<file path="src/hw/cfeg_pkg.sv">
package cfeg_pkg;

	// Outputs zero to four share one gate, output five has its own
	localparam int CFEG_LOW_OUTPUTS = 5;

	// Reset values
	localparam logic CFEG_REF_RST = 1'h0;
	localparam logic CFEG_OSC_RUN_RST = 1'h0;
	localparam logic CFEG_OUT_RST = 1'h0;
	localparam logic CFEG_GATE_RST = 1'h0;

	// Gate synchroniser depth, in clk cycles
	localparam int CFEG_SYNC_STAGES = 2;

	typedef struct packed {
		logic stage1;
		logic stage2;
		logic live;
	} cfeg_gate_state_t;

	typedef struct packed {
		logic ref_level;
		logic osc_run;
		logic [CFEG_LOW_OUTPUTS-1:0] out_low;
		logic out_five;
	} cfeg_state_t;

endpackage

</file>
<file path="src/hw/cfeg_gate_if.sv">
`timescale 1ns/1ps
interface cfeg_gate_if;
	logic ref_low;
	logic gate_raw;
	logic gate_synced;
	logic gate_live;

	modport ctrl (output ref_low, output gate_raw, input gate_synced, input gate_live);
	modport gate (input ref_low, input gate_raw, output gate_synced, output gate_live);
endinterface

</file>
<file path="src/hw/cfeg_gate_sync.sv">
`timescale 1ns/1ps
module cfeg_gate_sync
	import cfeg_pkg::*;
(
	input wire logic clk,
	input wire logic reset_n,
	cfeg_gate_if.gate gif
);

	cfeg_gate_state_t st_q;
	cfeg_gate_state_t st_d;

	always_comb
	begin
		st_d = st_q;
		st_d.stage1 = gif.gate_raw;
		st_d.stage2 = st_q.stage1; // RULE4
		// Only act while the reference is low, so no output is cut short
		if (gif.ref_low)
		begin
			st_d.live = st_q.stage2; // RULE9
		end
	end

	always_ff @(posedge clk or negedge reset_n)
	begin
		if (!reset_n)
		begin
			st_q <= '{stage1: CFEG_GATE_RST, stage2: CFEG_GATE_RST, live: CFEG_GATE_RST};
		end
		else
		begin
			st_q <= st_d;
		end
	end

	assign gif.gate_synced = st_q.stage2;
	assign gif.gate_live = st_q.live;

	property p_live_moves_low;
		@(posedge clk) disable iff (!reset_n)
		(st_q.live != $past(st_q.live)) |-> $past(gif.ref_low);
	endproperty
	a_live_moves_low: assert property (p_live_moves_low) // RULE4
		else $error("Gate changed while reference high");

	property p_level_reaches_sync;
		@(posedge clk) disable iff (!reset_n)
		gif.gate_raw [*3] |-> gif.gate_synced;
	endproperty
	a_level_reaches_sync: assert property (p_level_reaches_sync) // RULE1
		else $error("High gate not seen after two stages");

	property p_low_reaches_sync;
		@(posedge clk) disable iff (!reset_n)
		!gif.gate_raw ##1 !gif.gate_raw |=> !gif.gate_synced;
	endproperty
	a_low_reaches_sync: assert property (p_low_reaches_sync) // RULE1
		else $error("Low gate not seen after two stages");

endmodule

</file>
<file path="src/hw/cfeg_top.sv">
`timescale 1ns/1ps
// How it works
// (RULE1) Both gate inputs are active high: high runs outputs, low stops them.
// (RULE2) Base variant: master gate low forces all outputs low, oscillator off.
// (RULE3) Secondary gate low holds only output five low.
// (RULE4) Gates are synchronised; outputs stop or start only while already low.
// (RULE5) Controller waits for oscillator stability after raising master gate.
// (RULE6) Alternate variant: master low keeps oscillator and output five on secondary.
// (RULE7) Six outputs derive from one reference with matched register timing.
// (RULE8) Reference is an external clock input or the crystal oscillator.
// (RULE9) Gates sampled during reference low phase so first pulse is full width.
module cfeg_top
	import cfeg_pkg::*;
#(
	parameter bit ALT_VARIANT = 1'b0
)
(
	input wire logic clk,
	input wire logic reset_n,
	input wire logic master_gate_in,
	input wire logic secondary_gate_in,
	input wire logic use_crystal,
	input wire logic reference_osc_in,
	input wire logic ext_clock_in,
	output logic internal_oscillator_en,
	output logic [CFEG_LOW_OUTPUTS-1:0] clock_out_low,
	output logic clock_out_five
);

	cfeg_state_t st_q;
	cfeg_state_t st_d;

	cfeg_gate_if master_if ();
	cfeg_gate_if second_if ();

	// The live gate moves only in the low phase of the reference; the sync stages move every cycle
	assign master_if.ref_low = !st_q.ref_level; // RULE9
	assign second_if.ref_low = !st_q.ref_level; // RULE9
	assign master_if.gate_raw = master_gate_in; // RULE1
	assign second_if.gate_raw = secondary_gate_in; // RULE1

	cfeg_gate_sync u_master_sync (
		.clk(clk),
		.reset_n(reset_n),
		.gif(master_if)
	);

	cfeg_gate_sync u_second_sync (
		.clk(clk),
		.reset_n(reset_n),
		.gif(second_if)
	);

	logic ref_source;
	logic five_enable;

	always_comb
	begin
		st_d = st_q;
		ref_source = use_crystal ? reference_osc_in : ext_clock_in; // RULE8
		// Start on the synced gate, stop only after the live gate drops:
		// cutting the crystal mid-phase would leave a runt on the outputs
		// Limitation: an external reference stuck high keeps it running
		if (ALT_VARIANT)
		begin
			st_d.osc_run = master_if.gate_synced | second_if.gate_synced |
				master_if.gate_live | second_if.gate_live; // RULE6
			five_enable = second_if.gate_live; // RULE6
		end
		else
		begin
			st_d.osc_run = master_if.gate_synced | master_if.gate_live; // RULE2
			five_enable = master_if.gate_live & second_if.gate_live; // RULE3
		end
		// A stopped crystal reads low, which frees the gates to move
		st_d.ref_level = ref_source & (st_q.osc_run | !use_crystal); // RULE8
		st_d.out_low = {CFEG_LOW_OUTPUTS{st_q.ref_level & master_if.gate_live}}; // RULE7
		st_d.out_five = st_q.ref_level & five_enable; // RULE3
	end

	always_ff @(posedge clk or negedge reset_n)
	begin
		if (!reset_n)
		begin
			st_q <= '{ref_level: CFEG_REF_RST, osc_run: CFEG_OSC_RUN_RST,
				out_low: {CFEG_LOW_OUTPUTS{CFEG_OUT_RST}}, out_five: CFEG_OUT_RST};
		end
		else
		begin
			st_q <= st_d;
		end
	end

	assign internal_oscillator_en = st_q.osc_run;
	assign clock_out_low = st_q.out_low;
	assign clock_out_five = st_q.out_five;

	// Output five needs the same one-flop path as the others to keep skew matched
	property p_master_low_outs;
		@(posedge clk) disable iff (!reset_n)
		!master_if.gate_live |=> (clock_out_low == '0);
	endproperty
	a_master_low_outs: assert property (p_master_low_outs) // RULE2
		else $error("Outputs zero to four not low with master gate off");

	property p_base_osc_off;
		@(posedge clk) disable iff (!reset_n)
		(!ALT_VARIANT && !master_if.gate_synced && !master_if.gate_live)
			|=> !internal_oscillator_en;
	endproperty
	a_base_osc_off: assert property (p_base_osc_off) // RULE2
		else $error("Oscillator running with master gate off");

	property p_five_off;
		@(posedge clk) disable iff (!reset_n)
		!second_if.gate_live |=> !clock_out_five;
	endproperty
	a_five_off: assert property (p_five_off) // RULE3
		else $error("Output five high with secondary gate off");

	property p_alt_five_runs;
		@(posedge clk) disable iff (!reset_n)
		(ALT_VARIANT && second_if.gate_live && st_q.ref_level) |=> clock_out_five;
	endproperty
	a_alt_five_runs: assert property (p_alt_five_runs) // RULE6
		else $error("Output five not following reference in alternate variant");

	property p_alt_osc_on;
		@(posedge clk) disable iff (!reset_n)
		(ALT_VARIANT && second_if.gate_synced) |=> internal_oscillator_en;
	endproperty
	a_alt_osc_on: assert property (p_alt_osc_on) // RULE6
		else $error("Oscillator off with secondary gate on in alternate variant");

	property p_outputs_matched;
		@(posedge clk) disable iff (!reset_n)
		clock_out_low == {CFEG_LOW_OUTPUTS{clock_out_low[0]}};
	endproperty
	a_outputs_matched: assert property (p_outputs_matched) // RULE7
		else $error("Outputs zero to four differ");

	property p_crystal_stopped;
		@(posedge clk) disable iff (!reset_n)
		(use_crystal && !internal_oscillator_en) |=> !st_q.ref_level;
	endproperty
	a_crystal_stopped: assert property (p_crystal_stopped) // RULE8
		else $error("Reference seen from stopped oscillator");

	property p_full_first_pulse;
		@(posedge clk) disable iff (!reset_n)
		$rose(clock_out_low[0]) |-> !$past(st_q.ref_level, 2);
	endproperty
	a_full_first_pulse: assert property (p_full_first_pulse) // RULE9
		else $error("Output rose without a preceding low reference phase");

	property p_base_five_needs_master;
		@(posedge clk) disable iff (!reset_n)
		(!ALT_VARIANT && !master_if.gate_live) |=> !clock_out_five;
	endproperty
	a_base_five_needs_master: assert property (p_base_five_needs_master) // RULE2
		else $error("Output five high with master gate off");

	property p_outs_follow_ref;
		@(posedge clk) disable iff (!reset_n)
		(master_if.gate_live && st_q.ref_level) |=> (clock_out_low == '1);
	endproperty
	a_outs_follow_ref: assert property (p_outs_follow_ref) // RULE7
		else $error("Outputs zero to four not high with reference high");

	property p_outs_low_ref_low;
		@(posedge clk) disable iff (!reset_n)
		!st_q.ref_level |=> ((clock_out_low == '0) && !clock_out_five);
	endproperty
	a_outs_low_ref_low: assert property (p_outs_low_ref_low) // RULE4
		else $error("Output high while reference low");

	property p_five_matches_low;
		@(posedge clk) disable iff (!reset_n)
		(!ALT_VARIANT && second_if.gate_live) |-> (clock_out_five == clock_out_low[0]);
	endproperty
	a_five_matches_low: assert property (p_five_matches_low) // RULE7
		else $error("Output five skewed from outputs zero to four");

	property p_alt_osc_off;
		@(posedge clk) disable iff (!reset_n)
		(ALT_VARIANT && !master_if.gate_synced && !second_if.gate_synced &&
			!master_if.gate_live && !second_if.gate_live) |=> !internal_oscillator_en;
	endproperty
	a_alt_osc_off: assert property (p_alt_osc_off) // RULE6
		else $error("Oscillator running with both gates off in alternate variant");

	property p_base_osc_on;
		@(posedge clk) disable iff (!reset_n)
		(!ALT_VARIANT && master_if.gate_synced) |=> internal_oscillator_en;
	endproperty
	a_base_osc_on: assert property (p_base_osc_on) // RULE1
		else $error("Oscillator off with master gate on");

	property p_osc_holds_live;
		@(posedge clk) disable iff (!reset_n)
		master_if.gate_live |=> internal_oscillator_en;
	endproperty
	a_osc_holds_live: assert property (p_osc_holds_live) // RULE4
		else $error("Oscillator stopped before outputs were gated");

	property p_ext_ref_passes;
		@(posedge clk) disable iff (!reset_n)
		!use_crystal |=> (st_q.ref_level == $past(ext_clock_in));
	endproperty
	a_ext_ref_passes: assert property (p_ext_ref_passes) // RULE8
		else $error("Reference does not follow external clock");

	property p_xtal_ref_passes;
		@(posedge clk) disable iff (!reset_n)
		(use_crystal && internal_oscillator_en) |=> (st_q.ref_level == $past(reference_osc_in));
	endproperty
	a_xtal_ref_passes: assert property (p_xtal_ref_passes) // RULE8
		else $error("Reference does not follow running crystal");

	property p_live_waits_ref;
		@(posedge clk) disable iff (!reset_n)
		st_q.ref_level |=> ($stable(master_if.gate_live) && $stable(second_if.gate_live));
	endproperty
	a_live_waits_ref: assert property (p_live_waits_ref) // RULE9
		else $error("Gate moved while reference high");

	property p_five_full_pulse;
		@(posedge clk) disable iff (!reset_n)
		$rose(clock_out_five) |-> !$past(st_q.ref_level, 2);
	endproperty
	a_five_full_pulse: assert property (p_five_full_pulse) // RULE9
		else $error("Output five rose without a preceding low reference phase");

endmodule

</file>
<file path="config.mk">
export PLATFORM = sky130hd
export DESIGN_NAME = cfeg_top
export DESIGN_NICKNAME = d
export VERILOG_FILES = /design/src/hw/cfeg_pkg.sv /design/src/hw/cfeg_gate_if.sv /design/src/hw/cfeg_gate_sync.sv /design/src/hw/cfeg_top.sv
export SDC_FILE = /design/constraint.sdc
export NUM_CORES = 1
export LEC_CHECK = 0
export BUFFER_PORTS_ARGS = -buffer_cell sky130_fd_sc_hd__buf_2
export CORE_AREA = 2 2 39 41
export DETAILED_ROUTE_END_ITERATION = 8
export DIE_AREA = 0 0 41 43
export PLACE_DENSITY = 0.58
export SYNTH_ARGS = -nofsm -noshare
export SYNTH_HDL_FRONTEND = slang
export SYNTH_HIERARCHICAL = 1
export SYNTH_SLANG_ARGS = --single-unit
</file>
<file path="constraint.sdc">
create_clock -name clk -period 0.8 [get_ports clk]
set_input_delay 0.24 -clock clk [delete_from_list [all_inputs] [get_ports clk]]
set_output_delay 0.24 -clock clk [all_outputs]
set_load 0.005 [all_outputs]
</file>
# Yosys cells after proc, flatten, opt, wreduce, memory -nomap -nowiden
# Index checks and enable logic that the tools add are counted.
[totals]
register_bits = 10
inputBits = 7
out_inout_bits = 7
word_cells = 18
[op_classes]
muxes = 1
n_bitwise = 6
n_reduce_logical = 1
[ops]
columns = ["cell", "n"]
rows = [
  ["$and A1 B1 Y1", 4],
  ["$or A1 B1 Y1", 2],
  ["$logic_not A1 Y1", 1],
  ["$mux W1", 1],
]

# Logic depth before layout (Yosys ltp)
[logic_depth]
ltp_word = 3
ltp_mapped = 2
mapped_depth_nobuf = 2

# Cells and area by module
# The synthesis kept the hierarchy.
[modules_own_cells]
columns = ["mod", "n_inst", "cells_per_inst", "area_each_um2"]
rows = [
  ["cfeg_gate_sync", 2, 4, 90.1],
  ["cfeg_top", 1, 16, 176.4],
]

# Worst setup path before layout
# No wires, ideal clock.
[synth_timing]
path_type = "reg2reg"
startpoint = "register st_q[7] (netlist name)"
endpoint = "register u_master_sync.st_q, in the netlist u_master_sync/gif.gate_live"
arrival_ns = 0.743
required_time_ns = 0.675
path_slack_ns = -0.068
path_stages_with_launch = 3
n_path_buf = 0
synth_period_minus_slack_ns = 0.868
path_cell_list = "dfrtp_1 > inv_1 > mux2_4"
[synth_lines]
columns = ["item", "line", "rtl"]
rows = [
  ["from (decl)", "cfeg_top.sv:30", "cfeg_state_t st_q;"],
  ["from (signal assigned)", "cfeg_top.sv:85", "st_q <= '{ref_level: CFEG_REF_RST, osc_run: CFEG_OSC_RUN_RST,"],
  ["from (signal assigned)", "cfeg_top.sv:90", "st_q <= st_d;"],
  ["to (signal assigned)", "cfeg_gate_sync.sv:29", "st_q <= '{stage1: CFEG_GATE_RST, stage2: CFEG_GATE_RST, live: CFEG_GATE_RST};"],
  ["to (signal assigned)", "cfeg_gate_sync.sv:33", "st_q <= st_d;"],
  ["to (decl)", "cfeg_gate_sync.sv:10", "cfeg_gate_state_t st_q;"],
]
# No word-level cell between the ends.

# Final worst setup path
[layout_timing]
startpoint = "register, netlist name clock_out_low[0]"
endpoint = "output clock_out_low[1]"
[layout_lines]
columns = ["item", "line", "rtl"]
rows = [
  ["to (decl)", "cfeg_top.sv:26", "output logic [CFEG_LOW_OUTPUTS-1:0] clock_out_low,"],
]
# No word-level cell between the ends.

==> run_results.csv <==
group,metric,value,unit
sta,tightest_slew,0.2220,ns
floorplanning,die_h,43,microns
place,port_buffers,13,
pwr,power.leakage,0.0002404,uW
worst_setup_path,worst_setup_path_start_kind,"flop",
worst_setup_path,crit_path_end_kind,"output pin",
detailed_routing,routed_wl,505,microns
logic_synthesis,synth_seq_cells,10,
place,hpwlAfterDp,391.8,microns
sta,max_freq,0.9693,GHz
clock_network,clk_pin_slew,0.07,ns
logic_synthesis,yosys.area.top_type,"dfrtp_1",
run_status,outcome,"finished with violations",
detailed_routing,dr_total_vias,202,
clock_network,cts_buffer_depth,2,
floorplanning,fp.coreArea,1384,sq um
clock_network,cts_buffers,3,
worst_setup_path,path_buf_inv,1,
final_layout,multi_input_area,61.31,sq um
worst_setup_path,rr_startpoint,"st_q[7]",
floorplanning,io_pins,14,
floorplanning,rows,14,
detailed_routing,vias_per_cell,3.811,
logic_synthesis,yosys_warnings,6,
clock_network,root_buffer,"clkbuf_4",
sta,rsz0062_at_grt,"yes",
place,finalWeightedCongestion,0.6471,
global_route,antenna_found_initial,0,
worst_setup_path,crit_path_top_delay_cell,"dfrtp_1",
worst_setup_path,worst_ep_arrival_time,0.79,ns
place,placed_cell_area,404.1,sq um
global_route,track_usage,8.105,%
floorplanning,dieArea,1763,sq um
run_status,failed_checks,"negative setup slack",
pwr,seqPwrFrac,50.7,%
detailed_routing,met2_length,246,microns
final_layout,area_growth,26.32,%
pwr,p_per_area,2467,nW/um^2
sta,layout_setup_ws,-0.2317,ns
global_route,grt_first_pass_wirelength,855,microns
pwr,p_sw,229.4,uW
sta,finalSetupViolations,9,
floorplanning,initial_utilization,25.77,%
sta,finalCritPeriodShare,129.0,%
final_layout,utilization,32.55,%
pwr,power_frac_clock,40.1,%
logic_synthesis,ys_types,9,
clock_network,cts.repair.resized,0,
floorplanning,dieWidth,41,microns
worst_setup_path,crit_path_start,"clock_out_low[0]",
detailed_routing,drc_errors,0,
min_path,min_from,"master_gate_in",
detailed_routing,routed.top_layer,"met3",
min_path,hold_path_class,"input port to flop",
sta,final.setup_skew,0.0003922,ns
final_layout,nets,45,
detailed_routing,dr_wl_met3,46,microns
pwr,ir_drop,1.350,mV
global_route,grt_max_degree,11,
logic_synthesis,syn-num-nets,31,
worst_setup_path,cp.required,0.56,ns
logic_synthesis,synth_top_area_share,70.18,%
pwr,p_comb_share,9.2,%
clock_network,numClockSinks,10,
sta,slew_headroom,85.20,%
worst_setup_path,crit_type,"flop to output pin",
sta,hold_viol_final,0,
logic_synthesis,synth_commonest_cells,"dfrtp_1, buf_4, inv_1, mux2_4",
worst_setup_path,crit_fanout,5,
pwr,power.total,1111,uW
final_layout,antenna_cells_inserted,0,
worst_setup_path,crit_family,"flip-flops",
detailed_routing,met1_length,212,microns
logic_synthesis,synth_edf_count,0,
detailed_routing,drtPass1Iterations,1,
final_layout,drive_gt1_share,59.46,%
detailed_routing,antenna_left,0,
logic_synthesis,synth_area_per_cell,14.86,sq um
final_layout,design_area,450.4,sq um
worst_setup_path,path_cells,"buf_2",
logic_synthesis,yosys_most_used_dff,"dfrtp_1",
pwr,swShare,20.64,%
sta,tns,-1.677,ns
sta,timing.final.max_slew_violations,0,
logic_synthesis,seq_area_frac_synth,70.18,%
logic_synthesis,ys_top_cells_by_area,"dfrtp_1, buf_4, mux2_4",
clock_network,ctsHtreeMaxLevel,1,
final_layout,seqCellArea,250.2,sq um
clock_network,clock_latency,0.26,ns
sta,finalCriticalPeriod,1.032,ns
logic_synthesis,syn_inst,24,
logic_synthesis,synth_most_common_cell,"dfrtp_1",
logic_synthesis,synth.cell_area,356.6,sq um
detailed_routing,drt-initial-drc-count,0,
pwr,intPower,881.9,uW
clock_network,tritoncts,"yes",
flow_run,maxCapViolCount,0,
clock_network,post-cts-setup-buffers,0,
final_layout,nFillCells,141,
logic_synthesis,ys_async_sr_fraction,100.0,%
global_route,grt_pass1_vias,204,
detailed_routing,wl_per_cell,9.528,microns
worst_setup_path,max_stage_delay,0.40,ns
global_route,grt_overflow,0,
flip-flops by register name, indices dropped and copies added, names as in the netlist:
name	cells
u_second_sync/gif.gate_live	1
u_second_sync/st_d	1
clock_out_five	1
clock_out_low	1
internal_oscillator_en	1
u_master_sync/gif.gate_live	1
u_master_sync/st_d	1
u_master_sync/gif.gate_synced	1
st_q	1
u_second_sync/gif.gate_synced	1
through the flow:
stage	setup WS, ns	hold WS, ns	instances
2_1_floorplan	-0.04454	-0.05559	24
3_3_place_gp	-0.06510	0.1065	48
3_5_place_dp	-0.08071	0.1108	48
4_1_cts	-0.2486	0.07047	53
5_1_grt	-0.3159	0.05362	53
6_report	-0.2317	0.08299	53
repair_timing:
item	4_1_cts	5_1_grt
endpoints found under the setup margin	9	9
hold buffers	1	0
hold endpoints to repair	10	0
power groups by stage:
| stage | clock [uW] | sequential (uW) | combinational, uW |
|---|---|---|---|
| floorplan | 0 | 572 | 72.5 |
| global placement | 0 | 574 | 97.9 |
| detailed placement | 0 | 575 | 101 |
| CTS | 468 | 565 | 106 |
| global route | 514 | 571 | 118 |
| finish | 445 | 564 | 102 |
layout by cell type, fill, tap and decap left out:
| master | n |
|---|---|
| and3_2 | 1 |
| and2_2 | 1 |
| buf_2 | 13 |
| clkbuf_8 | 1 |
| mux2_4 | 2 |
| dfrtp_1 | 10 |
| inv_2 | 1 |
| dlygate4sd3_1 | 1 |
| nand3_1 | 1 |
| o21ai_0 | 1 |
| or2_1 | 1 |
| clkbuf_4 | 3 |
| inv_1 | 1 |
cell families (layout without fill, tap and decap cells):
logic type	after synthesis	count (layout)	share of synthesized area, %
AO/OA/AOI/OAI	1	1	1.402
buffers and inverters	7	20	12.63
flip-flops	10	10	70.18
multiplexers	2	2	8.421
AND/OR/NAND/NOR	4	4	7.370
per-layer routing:
layer  up-vias  track usage, %
met4         0               0
met1        94           8.278
met3         0           9.424
met5         -               0
met2        12           11.56
li1         96               -
final cells by class:
| type | instances | area share (%) |
|---|---|---|
| sequential | 10 | 55.56 |
| clock buffer | 4 | 8.056 |
| tap | 16 | 4.444 |
| inverter | 2 | 1.667 |
| multi-input combinational | 7 | 13.61 |
| timing repair buffer | 14 | 16.67 |
worst paths after layout:
path / endpoint / slack, ns / depth (start not counted)
min: u_master_sync/st_d[1] / 0.08 / 1
min in group asynchronous: u_master_sync/st_d[1] / 0.36 / 2
max in group asynchronous: clock_out_five / 0.25 / 2
min reg2reg: u_master_sync/gif.gate_synced / 0.35 / 0
max: clock_out_low[1] / -0.23 / 1
max reg2reg: u_second_sync/gif.gate_live / -0.08 / 2
Note: power is estimated with default switching activity, not from simulation.
